--- src/rtl/sirc_pkg.sv ---
`default_nettype none
package sirc_pkg;

    // ****************************************************************
    // Register map: word indices for flags, enables and power (byte address is four times the index), byte addresses for the rest
    // ****************************************************************
    localparam logic [11:0] SIRC_FLAGS_IDX = 12'h00D;
    localparam logic [11:0] SIRC_ENABLES_IDX = 12'h08D;
    localparam logic [11:0] SIRC_PWR_IDX = 12'h08E;
    localparam logic [11:0] SIRC_FLAGS_ADDR = {SIRC_FLAGS_IDX[9:0], 2'h0};
    localparam logic [11:0] SIRC_ENABLES_ADDR = {SIRC_ENABLES_IDX[9:0], 2'h0};
    localparam logic [11:0] SIRC_PWR_ADDR = {SIRC_PWR_IDX[9:0], 2'h0};
    localparam logic [11:0] SIRC_CORE_ADDR = 12'h100;
    localparam logic [11:0] SIRC_STAT_ADDR = 12'h104;
    localparam logic [11:0] SIRC_MASK_ADDR = 12'h108;

    // ****************************************************************
    // Field positions and reset values
    // ****************************************************************
    localparam int SIRC_NVM_BIT = 4;
    localparam int SIRC_COL_BIT = 3;
    localparam logic [7:0] SIRC_IMPL_MASK = 8'h18;
    localparam int SIRC_POR_BIT = 1;
    localparam int SIRC_BROWNOUT_BIT = 0;
    localparam int SIRC_PERIPH_EN_BIT = 6;
    localparam int SIRC_GLOBAL_EN_BIT = 7;
    localparam logic [7:0] SIRC_CORE_MASK = 8'hC0;
    localparam logic [7:0] SIRC_ZERO8 = 8'h00;
    localparam logic [1:0] SIRC_PWR_RESET = 2'h1;
    localparam int SIRC_NUM_EVT = 2;

    // Causes of the most recent reset
    typedef enum logic [1:0]
    {
        SIRC_CAUSE_POR,
        SIRC_CAUSE_BROWNOUT,
        SIRC_CAUSE_WATCHDOG,
        SIRC_CAUSE_PIN
    } sirc_cause_t;

    // Peripheral events, one-cycle pulses
    typedef struct packed
    {
        logic nvm_write_done;
        logic collision;
    } sirc_evt_t;

endpackage : sirc_pkg
`default_nettype wire

--- src/rtl/sirc_flag_bit.sv ---
`timescale 1ns/1ps
`default_nettype none
module sirc_flag_bit
    import sirc_pkg::*;
(
    // Clock and reset
    input wire logic sys_clk_i,
    input wire logic reset_i,
    input wire logic clk_en_i,
    // Control
    input wire logic set_i,
    input wire logic wr_i,
    input wire logic wdata_i,
    input wire logic w1c_i,
    output logic flag_o
);

    logic flag_q;
    logic flag_d;

    // Set beats any write in the same cycle
    assign flag_d = set_i ? 1'b1 :
                    wr_i ? (w1c_i ? (flag_q & ~wdata_i) : wdata_i) : flag_q;
    assign flag_o = flag_q;

    always_ff @(posedge sys_clk_i)
    begin
        if (reset_i)
            flag_q <= 1'b0;
        else if (clk_en_i)
            flag_q <= flag_d;
    end

endmodule : sirc_flag_bit
`default_nettype wire

--- src/rtl/sirc_reset_cause.sv ---
`timescale 1ns/1ps
`default_nettype none
module sirc_reset_cause
    import sirc_pkg::*;
(
    // Clock and reset
    input wire logic sys_clk_i,
    input wire logic reset_i,
    input wire logic clk_en_i,
    // Cause of the reset just released
    input wire sirc_cause_t cause_i,
    input wire logic brownout_detect_enable_i,
    // Software write
    input wire logic wr_i,
    input wire logic [1:0] wdata_i,
    output logic [1:0] pwr_o
);

    logic [1:0] pwr_q;
    logic [1:0] pwr_d;
    logic capture_q;

    // Cause is captured on the first edge after release, never under reset
    always_comb
    begin
        pwr_d = pwr_q;
        if (capture_q)
        begin
            case (cause_i)
                SIRC_CAUSE_POR: pwr_d[SIRC_POR_BIT] = 1'b0;
                SIRC_CAUSE_BROWNOUT:
                    if (brownout_detect_enable_i)
                        pwr_d[SIRC_BROWNOUT_BIT] = 1'b0;
                default: pwr_d = pwr_q;
            endcase
        end
        else if (wr_i)
            pwr_d = wdata_i;
    end

    assign pwr_o = pwr_q;

    always_ff @(posedge sys_clk_i)
    begin
        if (reset_i)
            capture_q <= 1'b1;
        else if (clk_en_i)
            capture_q <= 1'b0;
    end

    // Register survives non-power-on resets, so no reset term here
    always_ff @(posedge sys_clk_i)
    begin
        if (clk_en_i && !reset_i)
            pwr_q <= pwr_d;
    end

endmodule : sirc_reset_cause
`default_nettype wire

--- src/rtl/sirc_top.sv ---
`timescale 1ns/1ps
`default_nettype none
module sirc_top
    import sirc_pkg::*;
(
    // Clock, reset, enable
    input wire logic sys_clk_i,
    input wire logic reset_i,
    input wire logic clk_en_i,
    // APB slave
    input wire logic psel,
    input wire logic penable,
    input wire logic pwrite,
    input wire logic [11:0] paddr,
    input wire logic [31:0] pwdata,
    output logic [31:0] prdata,
    output logic pready,
    output logic pslverr,
    // Events and reset cause
    input wire sirc_evt_t evt_i,
    input wire sirc_cause_t reset_cause_i,
    input wire logic brownout_detect_enable_i,
    // Interrupt outputs
    output logic periph_irq_o,
    output logic irq_o
);

    // ****************************************************************
    // Bus decode
    // ****************************************************************
    logic wr_en;
    logic sel_flags;
    logic sel_enables;
    logic sel_pwr;
    logic sel_core;
    logic sel_stat;
    logic sel_mask;
    logic mapped;
    assign wr_en = psel & penable & pwrite & clk_en_i;
    assign sel_flags = (paddr == SIRC_FLAGS_ADDR);
    assign sel_enables = (paddr == SIRC_ENABLES_ADDR);
    assign sel_pwr = (paddr == SIRC_PWR_ADDR);
    assign sel_core = (paddr == SIRC_CORE_ADDR);
    assign sel_stat = (paddr == SIRC_STAT_ADDR);
    assign sel_mask = (paddr == SIRC_MASK_ADDR);
    assign mapped = sel_flags | sel_enables | sel_pwr | sel_core | sel_stat | sel_mask;
    assign pready = 1'b1;
    assign pslverr = psel & penable & ~mapped;

    // ****************************************************************
    // Secondary flags, enables, sticky status
    // ****************************************************************
    logic [SIRC_NUM_EVT-1:0] evt_vec;
    logic [SIRC_NUM_EVT-1:0] flag_vec;
    logic [SIRC_NUM_EVT-1:0] stat_vec;
    logic [SIRC_NUM_EVT-1:0] en_vec;
    logic [SIRC_NUM_EVT-1:0] mask_vec;
    logic [SIRC_NUM_EVT-1:0] wbit_fe;
    logic [SIRC_NUM_EVT-1:0] wbit_ms;
    assign evt_vec = {evt_i.nvm_write_done, evt_i.collision};
    assign wbit_fe = {pwdata[SIRC_NVM_BIT], pwdata[SIRC_COL_BIT]};
    // Status and mask use bits 1:0
    assign wbit_ms = pwdata[SIRC_NUM_EVT-1:0];

    genvar gi;
    generate
        for (gi = 0; gi < SIRC_NUM_EVT; gi++)
        begin : g_evt
            // Flag sets on event whatever the enables say
            sirc_flag_bit u_flag (
                .sys_clk_i(sys_clk_i),
                .reset_i(reset_i),
                .clk_en_i(clk_en_i),
                .set_i(evt_vec[gi]),
                .wr_i(wr_en & sel_flags),
                .wdata_i(wbit_fe[gi]),
                .w1c_i(1'b0),
                .flag_o(flag_vec[gi])
            );
            sirc_flag_bit u_en (
                .sys_clk_i(sys_clk_i),
                .reset_i(reset_i),
                .clk_en_i(clk_en_i),
                .set_i(1'b0),
                .wr_i(wr_en & sel_enables),
                .wdata_i(wbit_fe[gi]),
                .w1c_i(1'b0),
                .flag_o(en_vec[gi])
            );
            sirc_flag_bit u_stat (
                .sys_clk_i(sys_clk_i),
                .reset_i(reset_i),
                .clk_en_i(clk_en_i),
                .set_i(evt_vec[gi]),
                .wr_i(wr_en & sel_stat),
                .wdata_i(wbit_ms[gi]),
                .w1c_i(1'b1),
                .flag_o(stat_vec[gi])
            );
            sirc_flag_bit u_mask (
                .sys_clk_i(sys_clk_i),
                .reset_i(reset_i),
                .clk_en_i(clk_en_i),
                .set_i(1'b0),
                .wr_i(wr_en & sel_mask),
                .wdata_i(wbit_ms[gi]),
                .w1c_i(1'b0),
                .flag_o(mask_vec[gi])
            );
        end
    endgenerate

    // ****************************************************************
    // Core enable copy (peripheral and global)
    // ****************************************************************
    logic [1:0] core_q;
    always_ff @(posedge sys_clk_i)
    begin
        if (reset_i)
            core_q <= 2'b00;
        else if (clk_en_i && wr_en && sel_core)
            core_q <= {pwdata[SIRC_GLOBAL_EN_BIT], pwdata[SIRC_PERIPH_EN_BIT]};
    end

    // ****************************************************************
    // Reset cause
    // ****************************************************************
    logic [1:0] pwr_bits;
    sirc_reset_cause u_cause (
        .sys_clk_i(sys_clk_i),
        .reset_i(reset_i),
        .clk_en_i(clk_en_i),
        .cause_i(reset_cause_i),
        .brownout_detect_enable_i(brownout_detect_enable_i),
        .wr_i(wr_en & sel_pwr),
        .wdata_i(pwdata[1:0]),
        .pwr_o(pwr_bits)
    );

    // ****************************************************************
    // Interrupt generation
    // ****************************************************************
    logic periph_pend;
    logic periph_irq_d;
    logic irq_d;
    logic periph_irq_q;
    logic irq_q;
    assign periph_pend = |(flag_vec & en_vec);
    assign periph_irq_d = periph_pend & core_q[0];
    assign irq_d = (periph_irq_d & core_q[1]) | |(stat_vec & mask_vec);
    always_ff @(posedge sys_clk_i)
    begin
        if (reset_i)
        begin
            periph_irq_q <= 1'b0;
            irq_q <= 1'b0;
        end
        else if (clk_en_i)
        begin
            periph_irq_q <= periph_irq_d;
            irq_q <= irq_d;
        end
    end
    assign periph_irq_o = periph_irq_q;
    assign irq_o = irq_q;

    // ****************************************************************
    // Read data
    // ****************************************************************
    logic [7:0] rd_fe_flags;
    logic [7:0] rd_fe_en;
    logic [7:0] rd_byte;
    // Unimplemented and reserved positions read zero
    assign rd_fe_flags = {3'h0, flag_vec[1], flag_vec[0], 3'h0};
    assign rd_fe_en = {3'h0, en_vec[1], en_vec[0], 3'h0};
    assign rd_byte = sel_flags ? rd_fe_flags :
                     sel_enables ? rd_fe_en :
                     sel_pwr ? {6'h00, pwr_bits} :
                     sel_core ? {core_q, 6'h00} :
                     sel_stat ? {6'h00, stat_vec} :
                     sel_mask ? {6'h00, mask_vec} : SIRC_ZERO8;
    always_ff @(posedge sys_clk_i)
    begin
        if (reset_i)
            prdata <= 32'h0000_0000;
        else if (clk_en_i && psel && !penable && !pwrite)
            prdata <= {24'h000000, rd_byte};
    end

endmodule : sirc_top
`default_nettype wire
--- config.mk ---
export PLATFORM = sky130hd
export DESIGN_NAME = sirc_top
export DESIGN_NICKNAME = d
export VERILOG_FILES = /design/src/rtl/sirc_pkg.sv /design/src/rtl/sirc_flag_bit.sv /design/src/rtl/sirc_reset_cause.sv /design/src/rtl/sirc_top.sv
export SDC_FILE = /design/constraint.sdc
export NUM_CORES = 1
export LEC_CHECK = 0
export ABC_AREA = 0
export BUFFER_PORTS_ARGS = -buffer_cell sky130_fd_sc_hd__buf_2
export CORE_UTILIZATION = 45
export DETAILED_ROUTE_END_ITERATION = 8
export HOLD_SLACK_MARGIN = 0.06
export PLACE_DENSITY = 0.85
export SLEW_MARGIN = 20
export SYNTH_ARGS = -nofsm -noshare
export SYNTH_HDL_FRONTEND = slang
export SYNTH_SLANG_ARGS = --single-unit
--- constraint.sdc ---
create_clock -name sys_clk_i -period 3 [get_ports sys_clk_i]
set_input_delay 0.6 -clock sys_clk_i [delete_from_list [all_inputs] [get_ports sys_clk_i]]
set_output_delay 0.6 -clock sys_clk_i [all_outputs]
set_load 0.1 [all_outputs]
==> insert_results.sql <==
INSERT INTO impl_metrics (metric_group, metric, value, unit) VALUES
('clocking', 'post_cts_setup_inserts', '0', ''),
('die', 'floorplan.die.height', '57.78', 'um'),
('setup_path', 'crit_arrival', '2.02', 'ns'),
('sta', 'achievable-frequency', '381.6', 'MHz'),
('die', 'die_width', '57.78', 'um'),
('cells_and_area', 'antenna_cells', '0', ''),
('sta', 'period_needed', '2.621', 'ns'),
('setup_path', 'slowest_delay', '0.55', 'ns'),
('yosys', 'postSynth.asyncResetShare', '0', ''),
('global_routing', 'wire_length_of_the_first_global_routing_pass', '4567', 'um'),
('placed_design', 'gp_routability_congestion', '0.8564', ''),
('clocking', 'cts.root.buffer_cell', 'sky130_fd_sc_hd__clkbuf_4', ''),
('setup_path', 'crit_fanout', '13', ''),
('global_routing', 'groute.usage.overall', '0.1711', ''),
('global_routing', 'overflow', '0', ''),
('yosys', 'synth.cell_area', '0.001400', 'mm^2'),
('sta', 'clock-skew-final', '0.003422', 'ns'),
('sta', 'worst-slew-pin-transition', '0.5269', 'ns'),
('clocking', 'cts_resized', '0', ''),
('sta', 'setup_repair_after_global_routing_missed_its_margin', 'false', ''),
('clocking', 'ctsLongestPathBuffers', '2', ''),
('detailed_routing', 'remaining_drc_errors', '4', ''),
('setup_path', 'max_stage_delay_cell_worst_path', 'sky130_fd_sc_hd__nor4b_2', ''),
('sta', 'final_hold_viol_count', '0', ''),
('setup_path', 'worstPathCellList', 'buf_2 > nor4b_2 > o221ai_1 > a21oi_1 > nor3_2 > buf_2', ''),
('global_routing', 'grt_antenna_before_repair', '0', ''),
('status', 'outcome', 'finished, violations left', ''),
('clocking', 'cts_tree', 'yes', ''),
('flow_run', 'maxCapViolCount', '0', ''),
('setup_path', 'timing_worst_setup_path_type', 'in2out', ''),
('yosys', 'synth_seq_area_share', '0.3146', ''),
('detailed_routing', 'totalWireLength', '2873', 'um'),
('detailed_routing', 'routed_via_density', '5.437', ''),
('die', 'floorplan.die_area', '0.003339', 'mm^2'),
('sta', 'setup_viol_count_final', '0', ''),
('cells_and_area', 'finish.cell_count_without_fillers', '231', ''),
('yosys', 'postSynthRegisterBits', '21', ''),
('yosys', 'synth_top_cell_by_area', 'sky130_fd_sc_hd__dfxtp_1', ''),
('detailed_routing', 'drtAntennaViolNets', '0', ''),
('yosys', 'synthesis.area_per_instance', '8.590', 'um^2'),
('yosys', 'ys_dominant_reg_cell', 'sky130_fd_sc_hd__dfxtp_1', ''),
('yosys', 'synth.top_cells.by_count', 'sky130_fd_sc_hd__buf_4, sky130_fd_sc_hd__dfxtp_1, sky130_fd_sc_hd__nor2_1', ''),
('sta', 'timing.slew.headroom', '0.6478', ''),
('power_and_ir_drop', 'power.leakage', '0.0006819', 'uW'),
('yosys', 'post-synth-top-area-fraction', '0.2717', ''),
('cells_and_area', 'layout-drive-gt1-share', '0.2650', ''),
('power_and_ir_drop', 'worst_ir_drop_vdd', '172.6', 'uV'),
('die', 'num_rows', '19', ''),
('detailed_routing', 'initialDrtViolationCount', '51', ''),
('cells_and_area', 'areaGrowthSynthToFinish', '10.46', '%'),
('detailed_routing', 'first_pass_iters', '8', ''),
('yosys', 'synthMostInstantiatedCell', 'sky130_fd_sc_hd__buf_4', ''),
('global_routing', 'grt_start_max_net_pins', '22', ''),
('status', 'failed_checks', 'DRC', ''),
('setup_path', 'worst_path_dominant_cell_family', 'simple AND/OR/NAND/NOR gates', ''),
('yosys', 'yosys.cell_types.count', '44', ''),
('yosys', 'post_synth_edffs', '2', ''),
('clocking', 'clk_pin_slew_worst_paths', '0.12', 'ns'),
('yosys', 'post_synth_inst_count', '163', ''),
('die', 'placeableCoreArea', '0.002853', 'mm^2'),
('setup_path', 'crit_path_end_kind', 'output pin', ''),
('yosys', 'yosys-top-cells-area', 'sky130_fd_sc_hd__dfxtp_1, sky130_fd_sc_hd__buf_4, sky130_fd_sc_hd__a21oi_1, sky130_fd_sc_hd__edfxtp_1, sky130_fd_sc_hd__nor2_1', ''),
('sta', 'fin_ws', '0.3794', 'ns'),
('setup_path', 'start_kind', 'input pin', ''),
('sta', 'final.period_utilization', '0.8735', ''),
('cells_and_area', 'layout.nets', '256', ''),
('setup_path', 'cp.required', '2.40', 'ns'),
('placed_design', 'preCtsSetupSlack', '0.3930', 'ns'),
('die', 'initial_core_util', '0.4908', ''),
('placed_design', 'portBuffers', '37', ''),
('clocking', 'clock_tree_sinks', '21', '');
## kinds of logic after synthesis
family                 Yosys count  synth area share
other                            2          0.005364
DFF                             21            0.3146
muxes                            7           0.05183
and+or+nand+nor                 67            0.3199
AOI/OAI and AO/OA               31            0.1421
buffers and inverters           35            0.1662
## final cells by class
| cell class | count | area (um^2) |
|---|---|---|
| fill | 276 | 1306 |
| multi-input combinational | 132 | 825.8 |
| sequential | 21 | 440.4 |
| timing repair buffer | 39 | 200.2 |
| tap | 31 | 38.79 |
| clock buffer | 4 | 26.28 |
| inverter | 4 | 15.01 |
## power breakdown
part	switching, uW	internal [uW]	total [uW]
clock network	82.7	51.7	134
logic	199	31.4	230
registers	4.35	289	293
## worst paths after layout
| check | to | startpoint | depth (start not counted) | slack (ns) |
|---|---|---|---|---|
| setup / recovery | pslverr | paddr[9] | 6 | 0.38 |
| hold / removal | prdata[4] | prdata[4] | 2 | 0.46 |
| setup reg to reg | u_cause.pwr_o[1] | u_cause.capture_q | 2 | 1.66 |
| hold reg to reg | prdata[4] | prdata[4] | 2 | 0.46 |
## state kept, by name, summed over array words and instances, names as in the netlist
| signal | flops |
|---|---|
| u_cause.capture_q | 1 |
| g_evt.u_stat.flag_o | 2 |
| g_evt.u_en.flag_o | 2 |
| core_q | 2 |
| irq_o | 1 |
| periph_irq_o | 1 |
| prdata | 6 |
| g_evt.u_mask.flag_o | 2 |
| g_evt.u_flag.flag_o | 2 |
| u_cause.pwr_o | 2 |
## worst reg2reg max path, delay by kind of cell, from the launching register on
family,cells,cell delay (ns)
flip-flops,1,0.43
AO/OA/AOI/OAI,1,0.17
AND/OR/NAND/NOR,1,0.47
## through the flow
step / instance area, um^2 / total power [uW]
finish: 1546 / 657.4
global route: 1546 / 683.8
CTS: 1546 / 659.7
detailed placement: 1520 / 527.5
global placement: 1520 / 526.2
floorplan: 1499 / 515.6
## cells in the final DEF, fill, tap and decap left out, types with 2 or more instances in the layout
master	instances
sky130_fd_sc_hd__and3_1	3
sky130_fd_sc_hd__o21ai_1	3
sky130_fd_sc_hd__nor4b_2	2
sky130_fd_sc_hd__clkbuf_4	3
sky130_fd_sc_hd__buf_4	2
sky130_fd_sc_hd__edfxtp_1	2
sky130_fd_sc_hd__mux2_2	2
sky130_fd_sc_hd__o21ai_0	2
sky130_fd_sc_hd__inv_1	4
sky130_fd_sc_hd__mux2i_1	5
sky130_fd_sc_hd__nand3_1	8
sky130_fd_sc_hd__a22oi_1	2
sky130_fd_sc_hd__nand2_1	9
sky130_fd_sc_hd__a311oi_1	2
sky130_fd_sc_hd__dfxtp_1	19
sky130_fd_sc_hd__nor4_4	2
sky130_fd_sc_hd__nor4_1	4
sky130_fd_sc_hd__a22o_1	2
sky130_fd_sc_hd__nor2_1	14
sky130_fd_sc_hd__nor3b_1	2
sky130_fd_sc_hd__nor2b_1	3
sky130_fd_sc_hd__a21oi_1	13
sky130_fd_sc_hd__buf_2	37
sky130_fd_sc_hd__nand4_1	6
sky130_fd_sc_hd__conb_1	27
sky130_fd_sc_hd__a221oi_1	2
## per-layer routing
| metal | wire, um | track usage |
|---|---|---|
| met1 | 1384 | 0.2319 |
| met3 | 145 | 0.02232 |
| met4 | 0 | 0.06122 |
| met2 | 1342 | 0.2807 |
| met5 | 0 | 0 |
No activity file was read; power rests on OpenSTA's default activity.
